[config.mk]
export PLATFORM = sky130hd
export DESIGN_NAME = psd_sequencer
export DESIGN_NICKNAME = d
export VERILOG_FILES = /design/src/include/psd_pkg.sv /design/src/verilog/psd_sequencer.sv /design/src/verilog/psd_cycle_count.sv
export SDC_FILE = /design/constraint.sdc
export NUM_CORES = 1
export LEC_CHECK = 0
export ABC_AREA = 0
export BUFFER_PORTS_ARGS = -buffer_cell sky130_fd_sc_hd__buf_2
export CAP_MARGIN = 20
export CORE_UTILIZATION = 60
export DETAILED_ROUTE_END_ITERATION = 10
export GPL_ROUTABILITY_DRIVEN = 0
export PLACE_DENSITY = 0.88
export SLEW_MARGIN = 20
export SYNTH_ARGS = -nofsm -noshare
export SYNTH_HDL_FRONTEND = slang
export SYNTH_SLANG_ARGS = --single-unit
[constraint.sdc]
create_clock -name clk -period 2.45 [get_ports clk]
set_input_delay 0.1225 -clock clk [delete_from_list [all_inputs] [get_ports clk]]
set_output_delay 0.1225 -clock clk [all_outputs]
set_load 0.01 [all_outputs]
[src/include/psd_pkg.sv]
// Constants and types for the power-down and termination sequencer
package psd_pkg;
  // ==========================================================
  // Clock and timing
  localparam int CLK_PERIOD_PS    = 40000;  // 25 MHz
  localparam int T_MOD_PS         = 12000;  // Mode update delay
  localparam int MOD_RAW          = (T_MOD_PS + CLK_PERIOD_PS - 1) / CLK_PERIOD_PS;
  localparam int MOD_CYC          = (MOD_RAW < 1) ? 1 : MOD_RAW;
  localparam int DLL_RELOCK_CYC   = 200;    // DLL relock interval, cycles
  localparam int ANPD_CYC         = 3;      // Change to power-down entry latency
  localparam int AXPD_CYC         = 8;      // Power-down exit to change latency
  localparam int AOND_CYC         = 2;      // Synchronous turn-on delay
  localparam int AOFD_CYC         = 3;      // Synchronous turn-off, 2.5 rounded up
  localparam int CNT_W            = 8;      // Width of the cycle counters
  localparam logic [1:0] SYNC_RST = 2'h0;

  // ==========================================================
  // Device operating state
  typedef enum logic [1:0] {
    PSD_ACTIVE = 2'b00,
    PSD_PDOWN  = 2'b01,
    PSD_SREF   = 2'b10,
    PSD_RESET  = 2'b11
  } psd_state_e;
endpackage

[src/verilog/psd_sequencer.sv]
// Power-down, reset and termination timing sequencer of the memory device
//
// Overview of operation
// - Termination stays off during the 200-cycle DLL relock; ready afterwards.
// - Forced reset loses contents; device works again after reinitialisation.
// - During reset every input except CKE is ignored; an ODT edge still clears termAsyncTiming.
// - A read burst cut by reset may finish when CKE returns high.
// - Termination acts only after enable load plus mode update delay.
// - Termination timing follows CKE state; no switching in self refresh.
// - CKE high or fast-exit active power-down uses synchronous delays.
// - Slow-exit or precharge power-down uses asynchronous power-down timing.
// - Turn-off before entry is synchronous only if it precedes entry enough.
// - Turn-on before entry is synchronous only if it precedes entry enough.
// - Turn-off after any power-down is synchronous once exit latency passed.
// - Turn-on after slow or precharge power-down waits exit latency likewise.
// - Change to entry spacing for synchronous timing is three cycles.
// - Exit to change spacing for synchronous timing is eight cycles.
`timescale 1ns/1ps
module psd_sequencer
  import psd_pkg::*;
(
  input  wire logic clk,
  input  wire logic resetn,
  input  wire logic ckePin,
  input  wire logic odtPin,
  input  wire logic odtEnableLoad,
  input  wire logic odtEnableValue,
  input  wire logic slowExitBit,
  input  wire logic bankOpen,
  input  wire logic selfRefreshCmd,
  input  wire logic cmdNotNop,
  input  wire logic burstActive,
  input  wire logic readBurst,
  input  wire logic dllResetCmd,
  input  wire logic initDone,
  output logic      termOn,
  output logic      termAsyncTiming,
  output logic      powerDown,
  output logic      inReset,
  output logic      contentsLost,
  output logic      dllReady,
  output logic      burstResume
);
  localparam logic [CNT_W-1:0] ANPD_C   = CNT_W'(ANPD_CYC);
  localparam logic [CNT_W-1:0] AXPD_C   = CNT_W'(AXPD_CYC);
  localparam logic [CNT_W-1:0] MOD_C    = CNT_W'(MOD_CYC);
  localparam logic [CNT_W-1:0] RELOCK_C = CNT_W'(DLL_RELOCK_CYC);
  localparam logic [1:0]       AOND_C   = 2'(AOND_CYC);
  localparam logic [1:0]       AOFD_C   = 2'(AOFD_CYC);

  typedef struct packed {
    logic [1:0] ckeSync;     // [0] first stage, [1] second stage
    logic [1:0] odtSync;
    logic       ckePrev;
    logic       odtPrev;
    psd_state_e state;
    logic       pdAsync;     // Current power-down uses asynchronous timing
    logic       exitAsync;   // Last exit was slow-exit or precharge
    logic       exitAny;     // Some power-down has been left
    logic       odtEnabled;
    logic       relocking;
    logic       pendValid;
    logic       pendLevel;
    logic [1:0] pendCnt;
    logic       termOn;
    logic       termAsync;
    logic       lost;
    logic       readCut;
    logic       resume;
    logic       pdFlag;      // Registered copies of the status outputs
    logic       rstFlag;
    logic       dllLocked;
  } psd_st_s;

  psd_st_s          st_r;
  psd_st_s          st_nxt;
  logic [CNT_W-1:0] sinceCke;
  logic [CNT_W-1:0] sinceOdt;
  logic [CNT_W-1:0] sinceMod;
  logic [CNT_W-1:0] sinceDll;
  logic             ckeS;
  logic             odtS;
  logic             ckeFall;
  logic             ckeRise;
  logic             odtEdge;
  logic             allowed;

  // ==========================================================
  // Pin edges, seen only through the second synchroniser stage
  assign ckeS    = st_r.ckeSync[1];
  assign odtS    = st_r.odtSync[1];
  assign ckeFall = st_r.ckePrev & ~ckeS;
  assign ckeRise = ~st_r.ckePrev & ckeS;
  assign odtEdge = st_r.odtPrev ^ odtS;

  // ==========================================================
  // Cycle counters since the timing reference events
  psd_cycle_count #(.W(CNT_W)) u_sinceCke (
    .clk(clk), .resetn(resetn), .clear(ckeFall | ckeRise), .count(sinceCke));
  psd_cycle_count #(.W(CNT_W)) u_sinceOdt (
    .clk(clk), .resetn(resetn), .clear(odtEdge), .count(sinceOdt));
  psd_cycle_count #(.W(CNT_W)) u_sinceMod (
    .clk(clk), .resetn(resetn), .clear(odtEnableLoad & (st_r.state != PSD_RESET)),
    .count(sinceMod));
  psd_cycle_count #(.W(CNT_W)) u_sinceDll (
    .clk(clk), .resetn(resetn), .clear(dllResetCmd & (st_r.state == PSD_ACTIVE)),
    .count(sinceDll));

  // Termination may act only when enabled, settled, locked and not in self refresh
  assign allowed = st_r.odtEnabled && (sinceMod >= MOD_C)
                   && !st_r.relocking
                   && (st_r.state == PSD_ACTIVE || st_r.state == PSD_PDOWN);

  // ==========================================================
  // Next-state logic
  always_comb begin
    st_nxt = st_r;
    st_nxt.ckeSync = {st_r.ckeSync[0], ckePin};
    st_nxt.odtSync = {st_r.odtSync[0], odtPin};
    st_nxt.ckePrev = ckeS;
    st_nxt.odtPrev = odtS;
    st_nxt.resume  = 1'b0;

    // Operating state follows the registered CKE level
    case (st_r.state)
      PSD_ACTIVE: begin
        if (ckeFall) begin
          if (selfRefreshCmd) begin
            st_nxt.state = PSD_SREF;
          end else if (cmdNotNop || burstActive) begin
            // Illegal entry: treated as the forced reset
            st_nxt.state   = PSD_RESET;
            st_nxt.lost    = 1'b1;
            st_nxt.readCut = burstActive & readBurst;
          end else begin
            st_nxt.state   = PSD_PDOWN;
            st_nxt.pdAsync = ~bankOpen | slowExitBit;
          end
        end
      end
      PSD_PDOWN: begin
        if (ckeRise) begin
          st_nxt.state     = PSD_ACTIVE;
          st_nxt.exitAsync = st_r.pdAsync;
          st_nxt.exitAny   = 1'b1;
          // Precharge exit may follow a clock change: demand a DLL reset
          if (!bankOpen) begin
            st_nxt.relocking = 1'b1;
          end
        end
      end
      PSD_SREF: begin
        if (ckeRise) begin
          st_nxt.state = PSD_ACTIVE;
        end
      end
      PSD_RESET: begin
        // Nothing but CKE is looked at here
        if (ckeRise) begin
          st_nxt.state      = PSD_ACTIVE;
          st_nxt.odtEnabled = 1'b0;
          st_nxt.relocking  = 1'b1;
          st_nxt.resume     = st_r.readCut;
          st_nxt.readCut    = 1'b0;
        end
      end
      default: begin
        st_nxt.state = PSD_RESET;
      end
    endcase

    // Mode loads and DLL relock, honoured only outside reset
    if (st_r.state != PSD_RESET) begin
      if (odtEnableLoad) begin
        st_nxt.odtEnabled = odtEnableValue;
      end
      // A precharge exit in the same cycle demands a fresh DLL reset, so it wins
      if (st_r.relocking && sinceDll == RELOCK_C && !dllResetCmd
          && !(ckeRise && st_r.state == PSD_PDOWN && !bankOpen)) begin
        st_nxt.relocking = 1'b0;
      end
      if (dllResetCmd) begin
        st_nxt.relocking = 1'b1;
      end
      // A forced reset in the same cycle wins over the clear
      if (initDone && st_nxt.state != PSD_RESET) begin
        st_nxt.lost = 1'b0;
      end
    end

    // Termination timing category for each level change
    if (odtEdge) begin
      if (st_r.state == PSD_PDOWN && st_r.pdAsync) begin
        st_nxt.pendValid = 1'b0;
        st_nxt.termOn    = odtS;
        st_nxt.termAsync = 1'b1;
      end else if (st_r.state == PSD_ACTIVE && st_r.exitAny && sinceCke < AXPD_C
                   && (!odtS || st_r.exitAsync)) begin
        st_nxt.pendValid = 1'b0;
        st_nxt.termOn    = odtS;
        st_nxt.termAsync = 1'b1;
      end else begin
        st_nxt.pendValid = 1'b1;
        st_nxt.pendLevel = odtS;
        st_nxt.pendCnt   = odtS ? AOND_C : AOFD_C;
        st_nxt.termAsync = 1'b0;
      end
    end else if (st_r.pendValid) begin
      if (ckeFall && sinceOdt < ANPD_C && st_r.state == PSD_ACTIVE) begin
        // Entry came too soon after the change: finish it asynchronously
        st_nxt.pendValid = 1'b0;
        st_nxt.termOn    = st_r.pendLevel;
        st_nxt.termAsync = 1'b1;
      end else if (st_r.pendCnt == 2'h1) begin
        st_nxt.pendValid = 1'b0;
        st_nxt.termOn    = st_r.pendLevel;
      end else begin
        st_nxt.pendCnt = st_r.pendCnt - 2'h1;
      end
    end

    // Termination forced off whenever it may not act
    if (!allowed) begin
      st_nxt.termOn    = 1'b0;
      st_nxt.pendValid = 1'b0;
    end

    // Status taken from the next state, so the output flops add no lag
    st_nxt.pdFlag    = (st_nxt.state == PSD_PDOWN);
    st_nxt.rstFlag   = (st_nxt.state == PSD_RESET);
    st_nxt.dllLocked = ~st_nxt.relocking;
  end

  // ==========================================================
  // State register
  always_ff @(posedge clk or negedge resetn) begin
    if (!resetn) begin
      st_r <= '{ckeSync: SYNC_RST, odtSync: SYNC_RST, state: PSD_RESET,
                pendCnt: 2'h0, rstFlag: 1'b1, dllLocked: 1'b1, default: 1'b0};
    end else begin
      st_r <= st_nxt;
    end
  end

  // ==========================================================
  // Outputs, straight from the state register
  assign termOn          = st_r.termOn;
  assign termAsyncTiming = st_r.termAsync;
  assign powerDown       = st_r.pdFlag;
  assign inReset         = st_r.rstFlag;
  assign contentsLost    = st_r.lost;
  assign dllReady        = st_r.dllLocked;
  assign burstResume     = st_r.resume;
endmodule // psd_sequencer

[src/verilog/psd_cycle_count.sv]
// Saturating count of cycles since the last clear
`timescale 1ns/1ps
module psd_cycle_count #(
  parameter int W = 8
) (
  input  wire logic         clk,
  input  wire logic         resetn,
  input  wire logic         clear,
  output logic [W-1:0]      count
);
  localparam logic [W-1:0] ALL_ONES = {W{1'b1}};
  localparam logic [W-1:0] ONE      = {{(W-1){1'b0}}, 1'b1};

  // ==========================================================
  // Counter; saturates so a long idle never wraps into a short one
  always_ff @(posedge clk or negedge resetn) begin
    if (!resetn) begin
      count <= ALL_ONES;
    end else if (clear) begin
      count <= '0;
    end else if (count != ALL_ONES) begin
      count <= count + ONE;
    end
  end
endmodule // psd_cycle_count

# ---- After elaboration in Yosys (flattened, before gate mapping)
# Index checks and enable logic that the tools add are counted.
dict set report word_totals {
  register_bits 57
  in_bits 14
  out_inout_bits 7
  wordCells 166
}
dict set report classes {
  add_sub_neg 5
  magnitude_cmp 3
  n_eq_ne 24
  muxes 54
  n_bitwise 16
  reduce_logical 39
}
# operator count
set op_table {}
lappend op_table {{2-to-1 mux 8 bit} 8}
lappend op_table {{adder 8 x 1 -> 8 bit, second input constant} 4}
lappend op_table {{inequality test 8 bit, second input constant} 4}
lappend op_table {{2-to-1 mux 2 bit} 14}
lappend op_table {{2-to-1 mux 1 bit} 26}
lappend op_table {{inequality test 2 bit, second input constant} 9}
lappend op_table {{logical AND 1 bit} 15}
lappend op_table {{nonzero test 2 bit} 7}
lappend op_table {{AND reduction 5 bit} 2}
lappend op_table {{== test 8 bit, second input constant} 1}
lappend op_table {{>= comparator 8 x 1 -> 1 bit, second input constant} 1}
lappend op_table {{less-than comparator 8 x 2 -> 1 bit, second input constant} 1}
lappend op_table {{less-than comparator 8 x 4 -> 1 bit, second input constant} 1}
lappend op_table {{2-to-1 mux 4 bit} 2}
lappend op_table {{inequality test 4 x 2 -> 1 bit, second input constant} 2}
lappend op_table {{NOT 1 bit} 8}
lappend op_table {{== test 2 x 1 -> 1 bit, second input constant} 3}
lappend op_table {{== test 2 bit, second input constant} 3}
lappend op_table {{AND reduction 3 bit} 2}
lappend op_table {{AND 1 bit} 5}
lappend op_table {{zero test 1 bit} 5}
lappend op_table {{case mux 1 bit (2 select lines)} 2}
lappend op_table {{case mux 2 bit (2 select lines)} 1}
lappend op_table {{AND reduction 2 bit} 2}
lappend op_table {{10 further kinds} 13}

# ---- Depth between registers and ports, before layout
dict set report depth {
  ltp_word 10
  mapped_depth 6
}

# ---- Cells and area by module
# Synthesis repeated with hierarchy kept, for this count alone.
dict set report unflattened {
  hier_cells 275
  hier_area_um2 2931.6
}
# mod instances cells_per_inst area_per_inst_um2
set by_module_without_submodules {}
lappend by_module_without_submodules {psd_cycle_count 4 41 431.7}
lappend by_module_without_submodules {psd_sequencer 1 111 1204.9}

# ---- Worst setup path after synthesis
# Ideal clock, no wire load.
dict set report synth_timing {
  path_type {register -> register}
  startpoint {reg u_sinceOdt.count[0]}
  endpoint {reg u_sinceOdt.count[1]}
  arrival_ns 1.543
  t_required_ns 2.360
  slack_ns 0.817
  stages_incl_launch_ff 7
  path_buffers 1
  period_less_slack_ns 1.633
  path_cell_list {dfstp_2 > ha_1 > nand3_1 > or3_1 > buf_2 > mux2i_1 > nor2_1}
}
dict set report synth_via {
  elab_chain_len 3
}
# item line_no
set synth_rtl {}
lappend synth_rtl {{start: declaration} psd_cycle_count.sv:9} ;# output logic [W-1:0] count
lappend synth_rtl {{start signal: assignment} psd_cycle_count.sv:22} ;# count <= count + ONE;
lappend synth_rtl {{adder 8 x 1 -> 8 bit} psd_cycle_count.sv:22}
lappend synth_rtl {{2-to-1 mux 8 bit} psd_cycle_count.sv:21} ;# end else if (count != ALL_ONES) begin
lappend synth_rtl {{2-to-1 mux 8 bit} psd_cycle_count.sv:19} ;# end else if (clear) begin
# Parallel ways exist; a longest one is shown, timed or not. The select of a mux whose other input is x is not followed.
# A chain may end at the register's enable or synchronous reset.

# ---- Worst setup path after layout
dict set report layout_timing {
  startpoint {reg u_sinceOdt.count[0]}
  endpoint {reg st_r, in the netlist termOn}
}
dict set report layout_via {
  elab_chain_len 7
}
# item line_no
set layout_rtl {}
lappend layout_rtl {{less-than comparator 8 x 2 -> 1 bit *} psd_sequencer.sv:209} ;# if (ckeFall && sinceOdt < ANPD_C && st_r.state == PSD_ACTIVE) begin
lappend layout_rtl {{logical AND 1 bit * (2 in a row)} psd_sequencer.sv:209}
lappend layout_rtl {{2-to-1 mux 1 bit} psd_sequencer.sv:209}
lappend layout_rtl {{2-to-1 mux 4 bit} psd_sequencer.sv:208} ;# end else if (st_r.pendValid) begin
lappend layout_rtl {{2-to-1 mux 4 bit} psd_sequencer.sv:192} ;# if (odtEdge) begin
lappend layout_rtl {{2-to-1 mux 1 bit} psd_sequencer.sv:223} ;# if (!allowed) begin
lappend layout_rtl {{end signal: assignment} psd_sequencer.sv:238} ;# st_r <= '{ckeSync: SYNC_RST, odtSync: SYNC_RST, state: PSD_RESET,
lappend layout_rtl {{end signal: assignment} psd_sequencer.sv:241} ;# st_r <= st_nxt;
lappend layout_rtl {{end: declaration} psd_sequencer.sv:75} ;# psd_st_s st_r;
# Every way passes the cells marked *; elsewhere a longest branch is shown, timed or not. The select of a mux whose other input is x is not followed.

==> flow_summary.ini <==
[synth]
postSynth.asyncResetShare = 1.00
dominantRegCellSynth = dfstp_2
synth.distinct_cells = 53
synth_warnings = 0
synth_edf_count = 0
cell_area_synth_um2 = 2930
synth.ff_latch_count = 57
syn_nets = 307
syn_inst = 283
syn-mean-instance-area_um2 = 10.4
yosysSeqAreaShare = 0.501

[clocking]
cts_post_setup_buffers_inserted = 0
clk_pin_slew_ns = 0.07
post_cts.resized_instances = 0
clockBufferDepth = 2
insertion_delay_ns = 0.33
cts-hold-fix-buffers = 3
cts_htree_levels = 3
clock_tree.root_cell = clkbuf_8
cts_tree = built
clock_sink_count = 57
tritoncts.num_buffers = 9

[floorplan]
die_x_um = 71.9
std_cell_rows = 25
die-area_um2 = 5170
initial_standard_cell_utilization_of_the_core = 0.621
fp.dieH_um = 71.9
core_area_um2 = 4720
ioPinCount = 21

[drt]
via_count = 2207
drcViolationCount = 0
routedWlPerCell_um = 14.4
total_wire_length_after_detailed_routing_mm = 5.54
drt-initial-drc-count = 107
ant_nets = 0
viasPerCell = 5.73
firstDrtPassIters = 5

[timing]
slew_viol_final = 0
timing.setup.tns_ns = 0
max_clock_freq_mhz = 553
final.setup_skew_ns = 0.00854
report.final.setup_viol = 0
fin_crit_sh = 0.738
setup_repair_after_global_routing_missed_its_margin = false
worst_pin_slew_ns = 0.745
normalized_max_slew_margin = 0.503
finalHoldViolCount = 0
layout_min_cycle_time_ns = 1.81

[run]
max-cap-violations = 0

[power]
vdd.ir_drop.worst_v = 0.000446
power.static_leakage_uw = 0.00136
pwr_density_cell_nw_per_um2 = 763

[hold_path]
holdCritPathClass = in2reg

[critical_path]
crit_fanout = 6
worst_setup_path_start_kind = flop
count_of_buffering_cells_on_the_critical_path_with_inverters_included = 0
chain_of_cells_forming_the_critical_path = ha_1 > nor4_1 > a41oi_1 > a22oi_2 > mux2i_1
critPathMaxStageDelay_ns = 0.46
critical_path.endpoint_type = flop
worst_ep_arrival_time_ns = 2.07
timing.critical_path.slowest_stage_cell = nor4_1
path_delay_family = simple AND/OR/NAND/NOR gates
worst-endpoint-required_ns = 2.71
setup.worst_path.class = reg2reg

[final_layout]
nets = 337
drive_above_1_share = 0.280
layout_common_cells = 36 x dfstp_2, 27 x nor2_1, 26 x nand2_1
commonest_non_fill_non_tap_cell_in_the_layout = dfstp_2
finalInstanceArea_um2 = 3320
area.growth.synth_to_final_pct = 13.0
postLayoutCoreUtil = 0.702
antenna_cells = 0

[global_routing]
grt_pass1_vias = 2172
grt_start_max_net_pins = 36
grt_usage = 0.243
overflow = 0
grt_antenna_before_repair = 0
first_pass_grt_wire_length_mm = 9.52

[placed_design]
place.detailed.hpwl_mm = 4.01
dpl_cell_area_um2 = 3100
port_buffers = 20

[outcome]
run_status = finished, final reports clean
==> per-stage QoR <==
| step | total power [uW] | instances | hold WS, ns | setup slack (ns) |
|---|---|---|---|---|
| 6_report | 2530 | 385 | 0.0107 | 0.642 |
| 3_3_place_gp | 1700 | 366 | 0.229 | 0.762 |
| 3_5_place_dp | 1720 | 366 | 0.231 | 0.689 |
| 4_1_cts | 2550 | 385 | 0.00213 | 0.660 |
| 2_1_floorplan | 1590 | 283 | -0.173 | 0.817 |
| 5_1_grt | 2670 | 385 | 0.00550 | 0.508 |
==> cells by family after synthesis <==
logic type	after synthesis	share of synthesized area
xor gates and xnor gates	10	0.0298
DFF	57	0.501
and+or+nand+nor	108	0.206
buffers and inverters	25	0.0350
AOI/OAI and AO/OA	61	0.143
adders and majority gates	10	0.0426
muxes	12	0.0418
==> worst paths after layout <==
check	from	slack [ns]	cells after the start	endpoint
setup / recovery	u_sinceOdt.count[0]	0.64	5	termOn
hold reg to reg	st_nxt[24]	0.35	0	ckeS
setup reg to reg	u_sinceOdt.count[0]	0.64	5	termOn
max in group asynchronous	resetn	1.29	3	u_sinceCke.count[6]
hold / removal	odtEnableValue	0.01	2	st_r[13]
min in group asynchronous	resetn	0.39	2	termAsyncTiming
==> power breakdown <==
part | internal, uW | total [uW] | switching (uW)
clock network | 449 | 811 | 362
logic | 208 | 459 | 251
registers | 1120 | 1260 | 136
total | 1780 | 2530 | 749
==> cell usage after synthesis (3+ instances only) <==
cell      number  area [um2]
dfstp_2       36         946
nand3_1        7        35.0
nand4_1        4        25.0
dfrtp_1       21         526
o31ai_1        4        30.0
buf_2          4        20.0
nor2_1        27         101
and3_1         3        18.8
mux2i_1       10         100
or3_1          4        25.0
nand2_1       26        97.6
nor3_1         9        45.0
a21oi_1       11        55.1
xor2_1         5        43.8
o21ai_0       11        55.1
and2_1         4        25.0
a211oi_1       7        52.6
a31oi_1        9        56.3
nor2b_1        4        25.0
inv_1         19        71.3
ha_1          10         125
xnor2_1        5        43.8
==> cell type report <==
class	instances	area [um2]
sequential	57	1470
fill	350	1410
multi-input combinational	201	1360
clock buffer	14	173
timing repair buffer	25	145
tap	67	83.8
inverter	19	71.3
clock inverter	2	12.5
==> sequential cells by signal, indices dropped and copies added (netlist names) <==
| name | flops |
|---|---|
| u_sinceMod.count | 8 |
| odtS | 1 |
| termOn | 1 |
| u_sinceOdt.count | 8 |
| ckeS | 1 |
| contentsLost | 1 |
| st_r | 14 |
| termAsyncTiming | 1 |
| inReset | 1 |
| u_sinceDll.count | 8 |
| u_sinceCke.count | 8 |
| st_nxt | 2 |
| dllReady | 1 |
| burstResume | 1 |
| powerDown | 1 |
==> per-layer routing <==
layer,vias up,track usage,share of wire
met5,-,0,0
met4,0,0.122,0.020
met3,9,0.0514,0.026
met2,38,0.401,0.50
met1,1082,0.306,0.45
li1,1078,-,-
Note: power is estimated with default switching activity, not from simulation.
